File: src/psv_consts.svh
// constants of the program sequencer: timing, vectors, register indices and field positions
// assumes nothing; included by every design file that needs a figure
`ifndef PSV_CONSTS_SVH
`define PSV_CONSTS_SVH

// ----------------------------------------
// timing and widths
// ----------------------------------------
`define PSV_PHASES 4
`define PSV_LAST_PHASE 3
`define PSV_PHASE_RESET 4'h1
`define PSV_PC_W 13
`define PSV_ROM_W 16
`define PSV_ROM_WORDS 8192
`define PSV_STACK_DEPTH 4'h8
`define PSV_INT_SRCS 5

// ----------------------------------------
// program counter values
// ----------------------------------------
`define PSV_PC_RESET 13'h0000
`define PSV_VEC_EXT 13'h0004
`define PSV_VEC_TMR0 13'h0008
`define PSV_VEC_TMR1 13'h000C
`define PSV_VEC_TMR2 13'h0010
`define PSV_VEC_TMR3 13'h0014

// ----------------------------------------
// register indices, byte address is four times the index
// ----------------------------------------
`define PSV_AXI_AW 12
`define PSV_IDX_PC_LOW 8'h06
`define PSV_IDX_INT_EN 8'h20
`define PSV_IDX_INT_FLAG 8'h21
`define PSV_IDX_STATUS 8'h22
`define PSV_ADDR(idx) {2'h0, (idx), 2'h0}

// ----------------------------------------
// field positions and reset values
// ----------------------------------------
`define PSV_EN_GLOBAL 0
`define PSV_EN_SRC_LSB 1
`define PSV_EN_SRC_MSB 5
`define PSV_EN_BOTH_EDGE 6
`define PSV_EN_RESET 7'h00
`define PSV_FLAG_RESET 5'h00
`define PSV_RESP_OKAY 2'h0
`define PSV_RESP_SLVERR 2'h2

`endif

File: src/psv_pkg.sv
// types shared by the program sequencer files
// assumes psv_consts.svh is on the include path
`include "psv_consts.svh"

package psv_pkg;
	typedef logic [`PSV_PC_W-1:0] psv_pc_t;
	// codes 0..5 in this order are what the execute unit drives on xfer_op
	typedef enum logic [2:0] {
		psv_xfer_none,
		psv_xfer_jump,
		psv_xfer_call,
		psv_xfer_ret,
		psv_xfer_reti,
		psv_xfer_skip
	} psv_xfer_e;
endpackage

File: src/psv_core_if.sv
// internal carrier between sequencer, phase generator and return stack
// assumes all three parties run on the same core clock
`timescale 1ns/1ps
`include "psv_consts.svh"

interface psv_core_if;
	logic [`PSV_PHASES-1:0] phase;
	logic push;
	logic pop;
	psv_pkg::psv_pc_t push_data;
	psv_pkg::psv_pc_t top_data;
	logic full;
	logic [3:0] count;

	modport phase_gen (output phase);
	modport stack (input push, input pop, input push_data, output top_data, output full, output count);
	modport seq (input phase, input top_data, input full, input count, output push, output pop, output push_data);
endinterface

File: src/psv_phase.sv
// four-phase instruction cycle generator
// assumes a synchronous active-high reset on the core clock
`timescale 1ns/1ps
`include "psv_consts.svh"

module psv_phase (
	// clock and reset
	input wire logic core_clk,
	input wire logic sys_rst,
	// phases out
	psv_core_if.phase_gen core
);
	logic [`PSV_PHASES-1:0] phase_ff;
	logic [`PSV_PHASES-1:0] nxt_phase;

	// one-hot ring: phases never overlap and repeat every four clocks
	assign nxt_phase = {phase_ff[`PSV_PHASES-2:0], phase_ff[`PSV_PHASES-1]}; // RULE1 RULE2

	always_ff @(posedge core_clk)
	begin
		if (sys_rst)
			phase_ff <= `PSV_PHASE_RESET;
		else
			phase_ff <= nxt_phase;
	end

	assign core.phase = phase_ff;
endmodule // psv_phase

File: src/psv_sequencer.sv
// program sequencer: phase timing, fetch/execute pipeline, program counter and vectoring
// assumes an asynchronous-read program rom, an execute unit on the same clock, axi4-lite master
//
// What this block does
// RULE1: four non-overlapping one-hot phases sequence every instruction cycle.
// RULE2: one instruction cycle is exactly four core clocks.
// RULE3: fetch next word while the previous word executes; one instruction per cycle.
// RULE4: any pc change discards the prefetched word, giving a dummy cycle.
// RULE5: program counter is thirteen bits and addresses rom words.
// RULE6: after each fetch the pc advances by one.
// RULE7: reset clears the pc so execution starts at zero.
// RULE8: enabled external pin interrupt with stack not full vectors to 004H.
// RULE9: enabled timer 0 overflow with stack not full vectors to 008H.
// RULE10: enabled timer 1 overflow with stack not full vectors to 00CH.
// RULE11: enabled timer 2 overflow with stack not full vectors to 010H.
// RULE12: enabled timer 3 overflow with stack not full vectors to 014H.
// RULE13: taken skip drops the fetched word and continues at pc plus two.
// RULE14: writing the pc low byte replaces bits 7:0, keeping the page.
// RULE15: jump and call load all thirteen bits from the target.
// RULE16: return reloads all thirteen bits from the stack top.
// RULE17: program memory is 8192 words of sixteen bits.
// RULE18: call or interrupt acknowledge pushes the pc before transferring.
// RULE19: full stack keeps request flags but holds acknowledge until a return.
// RULE20: simultaneous requests are served lowest vector first, others stay pending.
`timescale 1ns/1ps
`include "psv_consts.svh"

module psv_sequencer (
	// clock and reset
	input wire logic core_clk,
	input wire logic sys_rst,
	// program rom
	output logic [`PSV_PC_W-1:0] rom_addr,
	input wire logic [`PSV_ROM_W-1:0] rom_data,
	// execute unit
	output logic [`PSV_ROM_W-1:0] instr_word,
	output logic [`PSV_PC_W-1:0] instr_addr,
	output logic instr_valid,
	output logic [`PSV_PHASES-1:0] phase,
	input wire logic [2:0] xfer_op,
	input wire logic [`PSV_PC_W-1:0] xfer_target,
	// interrupt sources
	input wire logic int_n_pin,
	input wire logic [3:0] tmr_ovf,
	output logic int_ack,
	output logic stack_full,
	// axi4-lite slave
	input wire logic [`PSV_AXI_AW-1:0] s_axi_awaddr,
	input wire logic s_axi_awvalid,
	output logic s_axi_awready,
	input wire logic [31:0] s_axi_wdata,
	input wire logic [3:0] s_axi_wstrb,
	input wire logic s_axi_wvalid,
	output logic s_axi_wready,
	output logic [1:0] s_axi_bresp,
	output logic s_axi_bvalid,
	input wire logic s_axi_bready,
	input wire logic [`PSV_AXI_AW-1:0] s_axi_araddr,
	input wire logic s_axi_arvalid,
	output logic s_axi_arready,
	output logic [31:0] s_axi_rdata,
	output logic [1:0] s_axi_rresp,
	output logic s_axi_rvalid,
	input wire logic s_axi_rready
);
	// ----------------------------------------
	// submodules
	// ----------------------------------------
	psv_core_if core ();

	psv_phase u_phase (
		.core_clk(core_clk),
		.sys_rst(sys_rst),
		.core(core.phase_gen)
	);

	psv_stack u_stack (
		.core_clk(core_clk),
		.sys_rst(sys_rst),
		.core(core.stack)
	);

	// ----------------------------------------
	// state
	// ----------------------------------------
	psv_pkg::psv_pc_t pc_ff;
	logic [`PSV_ROM_W-1:0] instr_word_ff;
	psv_pkg::psv_pc_t instr_addr_ff;
	logic instr_valid_ff;
	logic lowb_pend_ff;
	logic [7:0] lowb_data_ff;
	logic glob_en_ff;
	logic [`PSV_INT_SRCS-1:0] src_en_ff;
	logic both_edge_ff;
	logic [`PSV_INT_SRCS-1:0] flag_ff;
	logic int_ack_ff;
	logic int_s1_ff;
	logic int_s2_ff;
	logic int_s3_ff;
	logic aw_held_ff;
	logic w_held_ff;
	logic [`PSV_AXI_AW-1:0] aw_addr_ff;
	logic [31:0] wdata_ff;
	logic [3:0] wstrb_ff;
	logic awready_ff;
	logic wready_ff;
	logic bvalid_ff;
	logic [1:0] bresp_ff;
	logic arready_ff;
	logic rvalid_ff;
	logic [31:0] rdata_ff;
	logic [1:0] rresp_ff;

	// ----------------------------------------
	// pipeline decode
	// ----------------------------------------
	// everything in the pipeline moves on the last phase of the instruction cycle;
	// the rom has four clocks to settle after the address changes
	wire cyc_end = core.phase[`PSV_LAST_PHASE]; // RULE1 RULE2
	psv_pkg::psv_xfer_e op_in;
	psv_pkg::psv_xfer_e op_eff;
	assign op_in = psv_pkg::psv_xfer_e'(xfer_op);
	// a dummy cycle executes nothing, so its transfer code is ignored
	assign op_eff = instr_valid_ff ? op_in : psv_pkg::psv_xfer_none; // RULE4
	wire op_none = (op_eff == psv_pkg::psv_xfer_none);
	wire op_call = (op_eff == psv_pkg::psv_xfer_call);
	wire op_jmp = (op_eff == psv_pkg::psv_xfer_jump) | op_call;
	wire op_reti = (op_eff == psv_pkg::psv_xfer_reti);
	wire op_ret = (op_eff == psv_pkg::psv_xfer_ret) | op_reti;
	wire op_skip = (op_eff == psv_pkg::psv_xfer_skip);

	// ----------------------------------------
	// interrupt requests
	// ----------------------------------------
	// the pin is asynchronous; edges are found on the second and third flops only
	wire ext_fall = int_s3_ff & ~int_s2_ff;
	wire ext_rise = ~int_s3_ff & int_s2_ff;
	wire ext_evt = ext_fall | (both_edge_ff & ext_rise);
	wire [`PSV_INT_SRCS-1:0] int_evt = {tmr_ovf, ext_evt};
	wire [`PSV_INT_SRCS-1:0] int_req = flag_ff & src_en_ff & {`PSV_INT_SRCS{glob_en_ff & ~core.full}}; // RULE19
	// lowest set bit is the lowest vector
	wire [`PSV_INT_SRCS-1:0] int_grant = int_req & (~int_req + 5'h01); // RULE20
	// a software pc write or an executing transfer goes first; the request simply waits
	wire take_int = cyc_end & op_none & ~lowb_pend_ff & (|int_req);
	wire [`PSV_PC_W-1:0] int_vec =
		int_grant[0] ? `PSV_VEC_EXT : // RULE8
		int_grant[1] ? `PSV_VEC_TMR0 : // RULE9
		int_grant[2] ? `PSV_VEC_TMR1 : // RULE10
		int_grant[3] ? `PSV_VEC_TMR2 : // RULE11
		`PSV_VEC_TMR3; // RULE12

	// ----------------------------------------
	// program counter
	// ----------------------------------------
	wire [`PSV_PC_W-1:0] pc_inc = pc_ff + 13'h0001; // RULE6
	wire [`PSV_PC_W-1:0] pc_short = {pc_ff[`PSV_PC_W-1:8], lowb_data_ff}; // RULE14
	wire redirect = ~op_none | lowb_pend_ff | take_int; // RULE4
	wire [`PSV_PC_W-1:0] nxt_pc =
		op_jmp ? xfer_target : // RULE15
		op_ret ? core.top_data : // RULE16
		op_skip ? pc_inc : // RULE13
		lowb_pend_ff ? pc_short : // RULE14
		take_int ? int_vec :
		pc_inc; // RULE6
	wire lowb_apply = cyc_end & op_none & lowb_pend_ff;

	// the return address is the word being fetched now, whether call or interrupt
	assign core.push = cyc_end & (op_call | take_int); // RULE18
	assign core.pop = cyc_end & op_ret; // RULE16
	assign core.push_data = pc_ff; // RULE18

	always_ff @(posedge core_clk)
	begin
		if (sys_rst)
			pc_ff <= `PSV_PC_RESET; // RULE7
		else if (cyc_end)
			pc_ff <= nxt_pc; // RULE5
	end

	always_ff @(posedge core_clk)
	begin
		if (sys_rst)
		begin
			instr_word_ff <= 16'h0000;
			instr_addr_ff <= `PSV_PC_RESET;
			instr_valid_ff <= 1'b0;
		end
		else if (cyc_end)
		begin
			instr_word_ff <= rom_data; // RULE3 RULE17
			instr_addr_ff <= pc_ff;
			instr_valid_ff <= ~redirect; // RULE4 RULE13
		end
	end

	// ----------------------------------------
	// register writes
	// ----------------------------------------
	wire wr_fire = aw_held_ff & w_held_ff & ~bvalid_ff;
	wire wr_lane0 = wr_fire & wstrb_ff[0];
	wire hit_w_lowb = (aw_addr_ff == `PSV_ADDR(`PSV_IDX_PC_LOW));
	wire hit_w_en = (aw_addr_ff == `PSV_ADDR(`PSV_IDX_INT_EN));
	wire hit_w_flag = (aw_addr_ff == `PSV_ADDR(`PSV_IDX_INT_FLAG));
	wire hit_w_stat = (aw_addr_ff == `PSV_ADDR(`PSV_IDX_STATUS));
	wire hit_w_any = hit_w_lowb | hit_w_en | hit_w_flag | hit_w_stat;
	wire wr_lowb = wr_lane0 & hit_w_lowb;
	wire wr_en = wr_lane0 & hit_w_en;
	wire [`PSV_INT_SRCS-1:0] sw_clr = (wr_lane0 & hit_w_flag) ? wdata_ff[`PSV_INT_SRCS-1:0] : 5'h00;
	wire [`PSV_INT_SRCS-1:0] clr_mask = sw_clr | (take_int ? int_grant : 5'h00);
	// a new event in the cycle of its clear keeps the flag set
	wire [`PSV_INT_SRCS-1:0] nxt_flag = (flag_ff & ~clr_mask) | int_evt; // RULE19 RULE20

	always_ff @(posedge core_clk)
	begin
		if (sys_rst)
			lowb_pend_ff <= 1'b0;
		else if (wr_lowb)
			lowb_pend_ff <= 1'b1;
		else if (lowb_apply)
			lowb_pend_ff <= 1'b0;
	end

	always_ff @(posedge core_clk)
	begin
		if (sys_rst)
			lowb_data_ff <= 8'h00;
		else if (wr_lowb)
			lowb_data_ff <= wdata_ff[7:0]; // RULE14
	end

	// acknowledge masks further interrupts until a reti or a software write to the global enable bit sets it again
	always_ff @(posedge core_clk)
	begin
		if (sys_rst)
			{both_edge_ff, src_en_ff, glob_en_ff} <= `PSV_EN_RESET;
		else if (take_int)
			glob_en_ff <= 1'b0;
		else if (cyc_end & op_reti)
			glob_en_ff <= 1'b1;
		else if (wr_en)
		begin
			glob_en_ff <= wdata_ff[`PSV_EN_GLOBAL];
			src_en_ff <= wdata_ff[`PSV_EN_SRC_MSB:`PSV_EN_SRC_LSB];
			both_edge_ff <= wdata_ff[`PSV_EN_BOTH_EDGE];
		end
	end

	always_ff @(posedge core_clk)
	begin
		if (sys_rst)
		begin
			flag_ff <= `PSV_FLAG_RESET;
			int_ack_ff <= 1'b0;
		end
		else
		begin
			flag_ff <= nxt_flag;
			int_ack_ff <= take_int;
		end
	end

	// reset value is high, the pin idles high
	always_ff @(posedge core_clk)
	begin
		if (sys_rst)
			{int_s1_ff, int_s2_ff, int_s3_ff} <= 3'h7;
		else
			{int_s1_ff, int_s2_ff, int_s3_ff} <= {int_n_pin, int_s1_ff, int_s2_ff};
	end

	// ----------------------------------------
	// axi4-lite write channels
	// ----------------------------------------
	wire aw_take = s_axi_awvalid & awready_ff;
	wire w_take = s_axi_wvalid & wready_ff;
	wire b_done = bvalid_ff & s_axi_bready;

	always_ff @(posedge core_clk)
	begin
		if (sys_rst)
		begin
			aw_held_ff <= 1'b0;
			w_held_ff <= 1'b0;
			awready_ff <= 1'b1;
			wready_ff <= 1'b1;
		end
		else
		begin
			aw_held_ff <= (aw_held_ff | aw_take) & ~wr_fire;
			w_held_ff <= (w_held_ff | w_take) & ~wr_fire;
			awready_ff <= (awready_ff & ~aw_take) | b_done;
			wready_ff <= (wready_ff & ~w_take) | b_done;
		end
	end

	always_ff @(posedge core_clk)
	begin
		if (aw_take)
			aw_addr_ff <= s_axi_awaddr;
		if (w_take)
		begin
			wdata_ff <= s_axi_wdata;
			wstrb_ff <= s_axi_wstrb;
		end
	end

	always_ff @(posedge core_clk)
	begin
		if (sys_rst)
		begin
			bvalid_ff <= 1'b0;
			bresp_ff <= `PSV_RESP_OKAY;
		end
		else if (wr_fire)
		begin
			bvalid_ff <= 1'b1;
			bresp_ff <= hit_w_any ? `PSV_RESP_OKAY : `PSV_RESP_SLVERR;
		end
		else if (b_done)
			bvalid_ff <= 1'b0;
	end

	// ----------------------------------------
	// axi4-lite read channels
	// ----------------------------------------
	wire ar_take = s_axi_arvalid & arready_ff;
	wire r_done = rvalid_ff & s_axi_rready;
	wire hit_r_lowb = (s_axi_araddr == `PSV_ADDR(`PSV_IDX_PC_LOW));
	wire hit_r_en = (s_axi_araddr == `PSV_ADDR(`PSV_IDX_INT_EN));
	wire hit_r_flag = (s_axi_araddr == `PSV_ADDR(`PSV_IDX_INT_FLAG));
	wire hit_r_stat = (s_axi_araddr == `PSV_ADDR(`PSV_IDX_STATUS));
	wire hit_r_any = hit_r_lowb | hit_r_en | hit_r_flag | hit_r_stat;
	wire [31:0] rd_mux =
		hit_r_lowb ? {24'h000000, pc_ff[7:0]} :
		hit_r_en ? {25'h0000000, both_edge_ff, src_en_ff, glob_en_ff} :
		hit_r_flag ? {27'h0000000, flag_ff} :
		hit_r_stat ? {11'h000, core.full, core.count, 3'h0, pc_ff} :
		32'h00000000;

	always_ff @(posedge core_clk)
	begin
		if (sys_rst)
		begin
			arready_ff <= 1'b1;
			rvalid_ff <= 1'b0;
			rdata_ff <= 32'h00000000;
			rresp_ff <= `PSV_RESP_OKAY;
		end
		else if (ar_take)
		begin
			arready_ff <= 1'b0;
			rvalid_ff <= 1'b1;
			rdata_ff <= rd_mux;
			rresp_ff <= hit_r_any ? `PSV_RESP_OKAY : `PSV_RESP_SLVERR;
		end
		else if (r_done)
		begin
			arready_ff <= 1'b1;
			rvalid_ff <= 1'b0;
		end
	end

	// ----------------------------------------
	// outputs
	// ----------------------------------------
	assign rom_addr = pc_ff; // RULE5 RULE17
	assign instr_word = instr_word_ff;
	assign instr_addr = instr_addr_ff;
	assign instr_valid = instr_valid_ff;
	assign phase = core.phase;
	assign int_ack = int_ack_ff;
	assign stack_full = core.full;
	assign s_axi_awready = awready_ff;
	assign s_axi_wready = wready_ff;
	assign s_axi_bvalid = bvalid_ff;
	assign s_axi_bresp = bresp_ff;
	assign s_axi_arready = arready_ff;
	assign s_axi_rvalid = rvalid_ff;
	assign s_axi_rdata = rdata_ff;
	assign s_axi_rresp = rresp_ff;
endmodule // psv_sequencer

File: src/psv_stack.sv
// eight-level return-address stack; software sees only its count and full flag, through the status register
// assumes push and pop never come in the same cycle
`timescale 1ns/1ps
`include "psv_consts.svh"

module psv_stack (
	// clock and reset
	input wire logic core_clk,
	input wire logic sys_rst,
	// stack port
	psv_core_if.stack core
);
	psv_pkg::psv_pc_t mem_ff [0:7];
	logic [2:0] ptr_ff;
	logic [3:0] cnt_ff;
	logic full_ff;
	logic [2:0] nxt_ptr;
	logic [3:0] nxt_cnt;
	wire can_pop = core.pop & (cnt_ff != 4'h0);

	// a push on a full stack wraps and overwrites the oldest entry
	assign nxt_ptr = core.push ? ptr_ff + 3'h1 : can_pop ? ptr_ff - 3'h1 : ptr_ff;
	assign nxt_cnt = (core.push & ~full_ff) ? cnt_ff + 4'h1 : can_pop ? cnt_ff - 4'h1 : cnt_ff;

	always_ff @(posedge core_clk)
	begin
		if (sys_rst)
		begin
			ptr_ff <= 3'h0;
			cnt_ff <= 4'h0;
			full_ff <= 1'b0;
		end
		else
		begin
			ptr_ff <= nxt_ptr;
			cnt_ff <= nxt_cnt;
			full_ff <= (nxt_cnt == `PSV_STACK_DEPTH);
		end
	end

	// storage needs no reset: an empty stack is never read for meaning
	always_ff @(posedge core_clk)
	begin
		if (core.push)
			mem_ff[ptr_ff] <= core.push_data; // RULE18
	end

	assign core.top_data = mem_ff[ptr_ff - 3'h1]; // RULE16
	assign core.full = full_ff;
	assign core.count = cnt_ff;
endmodule // psv_stack
File: config.mk
export PLATFORM = sky130hd
export DESIGN_NAME = psv_sequencer
export DESIGN_NICKNAME = d
export VERILOG_FILES = /design/src/psv_pkg.sv /design/src/psv_core_if.sv /design/src/psv_phase.sv /design/src/psv_sequencer.sv /design/src/psv_stack.sv
export VERILOG_INCLUDE_DIRS = /design/src
export SDC_FILE = /design/constraint.sdc
export NUM_CORES = 1
export LEC_CHECK = 0
export BUFFER_PORTS_ARGS = -buffer_cell sky130_fd_sc_hd__clkbuf_2
export CAP_MARGIN = 20
export CORE_ASPECT_RATIO = 0.6
export CORE_MARGIN = 4
export CORE_UTILIZATION = 30
export DETAILED_ROUTE_END_ITERATION = 10
export PLACE_DENSITY_LB_ADDON = 0.08
export SYNTH_ARGS = -nofsm -noshare
export SYNTH_HDL_FRONTEND = slang
export SYNTH_HIERARCHICAL = 1
export SYNTH_SLANG_ARGS = --single-unit
File: constraint.sdc
create_clock -name core_clk -period 4.1 [get_ports core_clk]
set_clock_uncertainty 0.15 [all_clocks]
set_input_delay 0.205 -clock core_clk [delete_from_list [all_inputs] [get_ports core_clk]]
set_output_delay 0.205 -clock core_clk [all_outputs]
set_load 0.05 [all_outputs]
==> impl_metrics.env <==
export IMPL_ir_drop_mv=0.2945
export IMPL_drc=0
export IMPL_wire_per_inst_um=19.88
export IMPL_synth_distinct_cells=76
export IMPL_synth_warnings=6
export IMPL_holdPathStages=5
export IMPL_comb_power_share_pct=7.3
export IMPL_utilization_pct=38.60
export IMPL_cts_sinks=232
export IMPL_rows=51
export IMPL_power_share_sequential_pct=49.3
export IMPL_status="finished, final reports clean"
export IMPL_synth_edf_count=125
export IMPL_avgSynthCellArea_um2=12.45
export IMPL_via_per_inst=4.795
export IMPL_postRouteAntennaNets=0
export IMPL_crit_arrival_ps=3230
export IMPL_htree_levels=1
export IMPL_place_inst=1389
export IMPL_path_max_fanout=18
export IMPL_drtIter0Drc=425
export IMPL_p_clk_share_pct=43.4
export IMPL_maxSlewHeadroom_pct=30.61
export IMPL_cts_resized=0
export IMPL_drv_cap=0
export IMPL_synth_ff_type="edfxtp_1"
export IMPL_startpoint_type="flip-flop"
export IMPL_most_common_layout_cells="clkbuf_2 (149), edfxtp_1 (125), dfxtp_1 (105)"
export IMPL_hp_class="in -> reg"
export IMPL_hpwl_mm=20.92
export IMPL_die_area_um2=36530
export IMPL_rsz0062_at_grt="no"
export IMPL_layout_setup_ws_ps=942.6
export IMPL_root_buffer="clkbuf_16"
export IMPL_drive_above_1_share_pct=27.22
export IMPL_seq_area_frac_synth_pct=58.77
export IMPL_p_leak_nw=4.719
export IMPL_hold_viol_final=0
export IMPL_fp_dieH_um=149.7
export IMPL_drt_total_wl_mm=29.55
export IMPL_startpoint="instr_valid$_SDFFE_PP0P_"
export IMPL_powerDensity_nw_per_um2=405.4
export IMPL_worstPathRequired_ps=4170
export IMPL_first_pass_iters=5
export IMPL_cts_buffer_depth=3
export IMPL_clk_pin_slew_ps=70
export IMPL_grt_max_degree=56
export IMPL_period_needed_ps=3157
export IMPL_rrSetupSlack_ps=940
export IMPL_rr_endpoint="u_stack/mem_ff[7][8]$_DFFE_PP_"
export IMPL_min_to="lowb_pend_ff$_SDFFE_PP0P_"
export IMPL_postPlaceCellArea_um2=11290
export IMPL_intPower_mw=3.912
export IMPL_pin_count=194
export IMPL_final_cell_area_um2=12610
export IMPL_hold_ws_ps=37.17
export IMPL_port_buffers=150
export IMPL_r2r_start="instr_valid$_SDFFE_PP0P_"
export IMPL_vias=7125
export IMPL_die_x_um=244.1
export IMPL_core_um2=32670
export IMPL_ys_async_sr_fraction_pct=0
export IMPL_min_from="xfer_op[2]"
export IMPL_finalMaxSlewViolations=0
export IMPL_ys_ff_latch=232
export IMPL_grt_pass1_wl_mm=45.48
export IMPL_finalCritPeriodShare_pct=77.01
export IMPL_finalWeightedCongestion=0.7945
export IMPL_grt_usage_pct=16.17
export IMPL_antenna_found_initial=0
export IMPL_synth_cell_area_um2=10030
export IMPL_gr_total_overflow=0
export IMPL_finalSetupTns_ps=0
export IMPL_worstMarginPinSlew_ps=1033
export IMPL_fin_total_pwr_mw=5.112
export IMPL_layout_commonest_cell="clkbuf_2"
export IMPL_setup_violations=0
export IMPL_instances_no_fill=1486
export IMPL_fmax_ghz=0.3167
export IMPL_dp_slack_ps=845.9
export IMPL_start_util_pct=30.71
export IMPL_diodes=0
export IMPL_p_sw_share_pct=23.48
export IMPL_grt_pass1_vias=7187
export IMPL_cts_buffers=24
export IMPL_switching_power_mw=1.200
export IMPL_critPathCaptureType="flip-flop"
export IMPL_worst_r2r_cell_count=7
export IMPL_cts_tree="built"
export IMPL_nets=1127
export IMPL_syn_inst=806
export IMPL_clk_latency_ps=540
export IMPL_area_growth_pct=25.69
export IMPL_crit_type="reg -> reg"
## registers in the layout (all words and copies together) (netlist names), 3 cells and up
signal	cells
instr_addr	13
u_stack/ptr_ff	3
src_en_ff	5
aw_addr_ff	12
wdata_ff	8
rom_addr	13
u_stack/mem_ff	104
s_axi_rdata	18
instr_word	16
flag_ff	5
u_phase/core.phase	4
u_stack/core.count	4
lowb_data_ff	8
## cells in the mapped netlist (all sizes together) (6+ instances only)
master / n / area, um^2
a21oi: 22 / 110.1
xor2: 8 / 70.07
nand2: 30 / 112.6
nand2b: 25 / 163.9
and3: 6 / 38.79
nand3b: 8 / 60.06
edfxtp: 125 / 3754
o22a: 7 / 61.31
mux2i: 48 / 480.5
nor2: 89 / 334.1
or3: 6 / 38.79
and2: 8 / 50.05
nand3: 22 / 115.1
mux2: 18 / 202.7
a221oi: 10 / 87.58
nor4: 9 / 56.30
inv: 18 / 67.56
a22oi: 11 / 82.58
nor2b: 6 / 37.54
o21ai: 13 / 65.06
nor3: 24 / 130.1
dfxtp: 107 / 2142
mux4: 26 / 585.6
clkbuf: 24 / 91.33
o22ai: 10 / 62.56
xnor2: 7 / 68.82
buf: 35 / 236.5
o31ai: 6 / 45.04
## power by group through the flow
stage          logic, mW  clock network [mW]  registers, mW
2_1_floorplan      0.168                   0           2.63
3_3_place_gp       0.330                   0           2.57
3_5_place_dp       0.331                   0           2.57
4_1_cts            0.372                2.29           2.52
5_1_grt            0.402                2.40           2.53
6_report           0.371                2.22           2.52
## repair_timing
item / 4_1_cts / 5_1_grt
hold buffers: 53 / 0
endpoints found under the hold margin: 59 / 0
endpoints found under the setup margin: 0 / 0
buffers inserted: 0 / 0
## logic make-up after synthesis
| kind of cell | after synthesis | share of synthesized area [%] |
|---|---|---|
| other | 1 | 0.03738 |
| xor gates and xnor gates | 15 | 1.384 |
| buffers and inverters | 78 | 4.041 |
| and+or+nand+nor | 262 | 13.82 |
| muxes | 92 | 12.65 |
| AOI/OAI and AO/OA | 121 | 8.681 |
| DFF | 232 | 58.77 |
| adders and majority gates | 5 | 0.6236 |
## metal layers
metal	vias up	track usage [%]	wire, um	share of wire (%)
li1	3421	-	-	-
met1	3505	26.07	16010	54
met2	162	22.17	11550	39
met3	37	3.313	1486	5.0
met4	0	2.895	502	1.7
met5	-	0	0	0
## worst max path at each step
stage | endpoint | slack, ps | depth (start not counted)
finish | u_stack/mem_ff[7][8]$_DFFE_PP_ | 940 | 7
global route | rom_addr[4]$_SDFFE_PP0P_ | 790 | 10
floorplan | u_stack/mem_ff[2][0]$_DFFE_PP_ | 760 | 8
CTS | u_stack/mem_ff[7][8]$_DFFE_PP_ | 960 | 7
detailed placement | u_stack/mem_ff[7][3]$_DFFE_PP_ | 850 | 8
global placement | u_stack/mem_ff[7][1]$_DFFE_PP_ | 890 | 8
## layout make-up
class,count,area (um^2)
tap,450,563.0
multi-input combinational,511,3797
fill,3191,20060
clock inverter,8,92.59
inverter,18,67.56
clock buffer,36,696.9
sequential,232,5898
timing repair buffer,231,1494
## worst max-delay path, cell delays in order, from the launching register on
cell and delay (ps):
dfxtp_1 520, o31ai_1 190, and3_1 340, o31a_1 420, o21a_1 260, nand2_1 130, nor2_1 480, buf_4 330
Power figures use the tool's default switching activity.
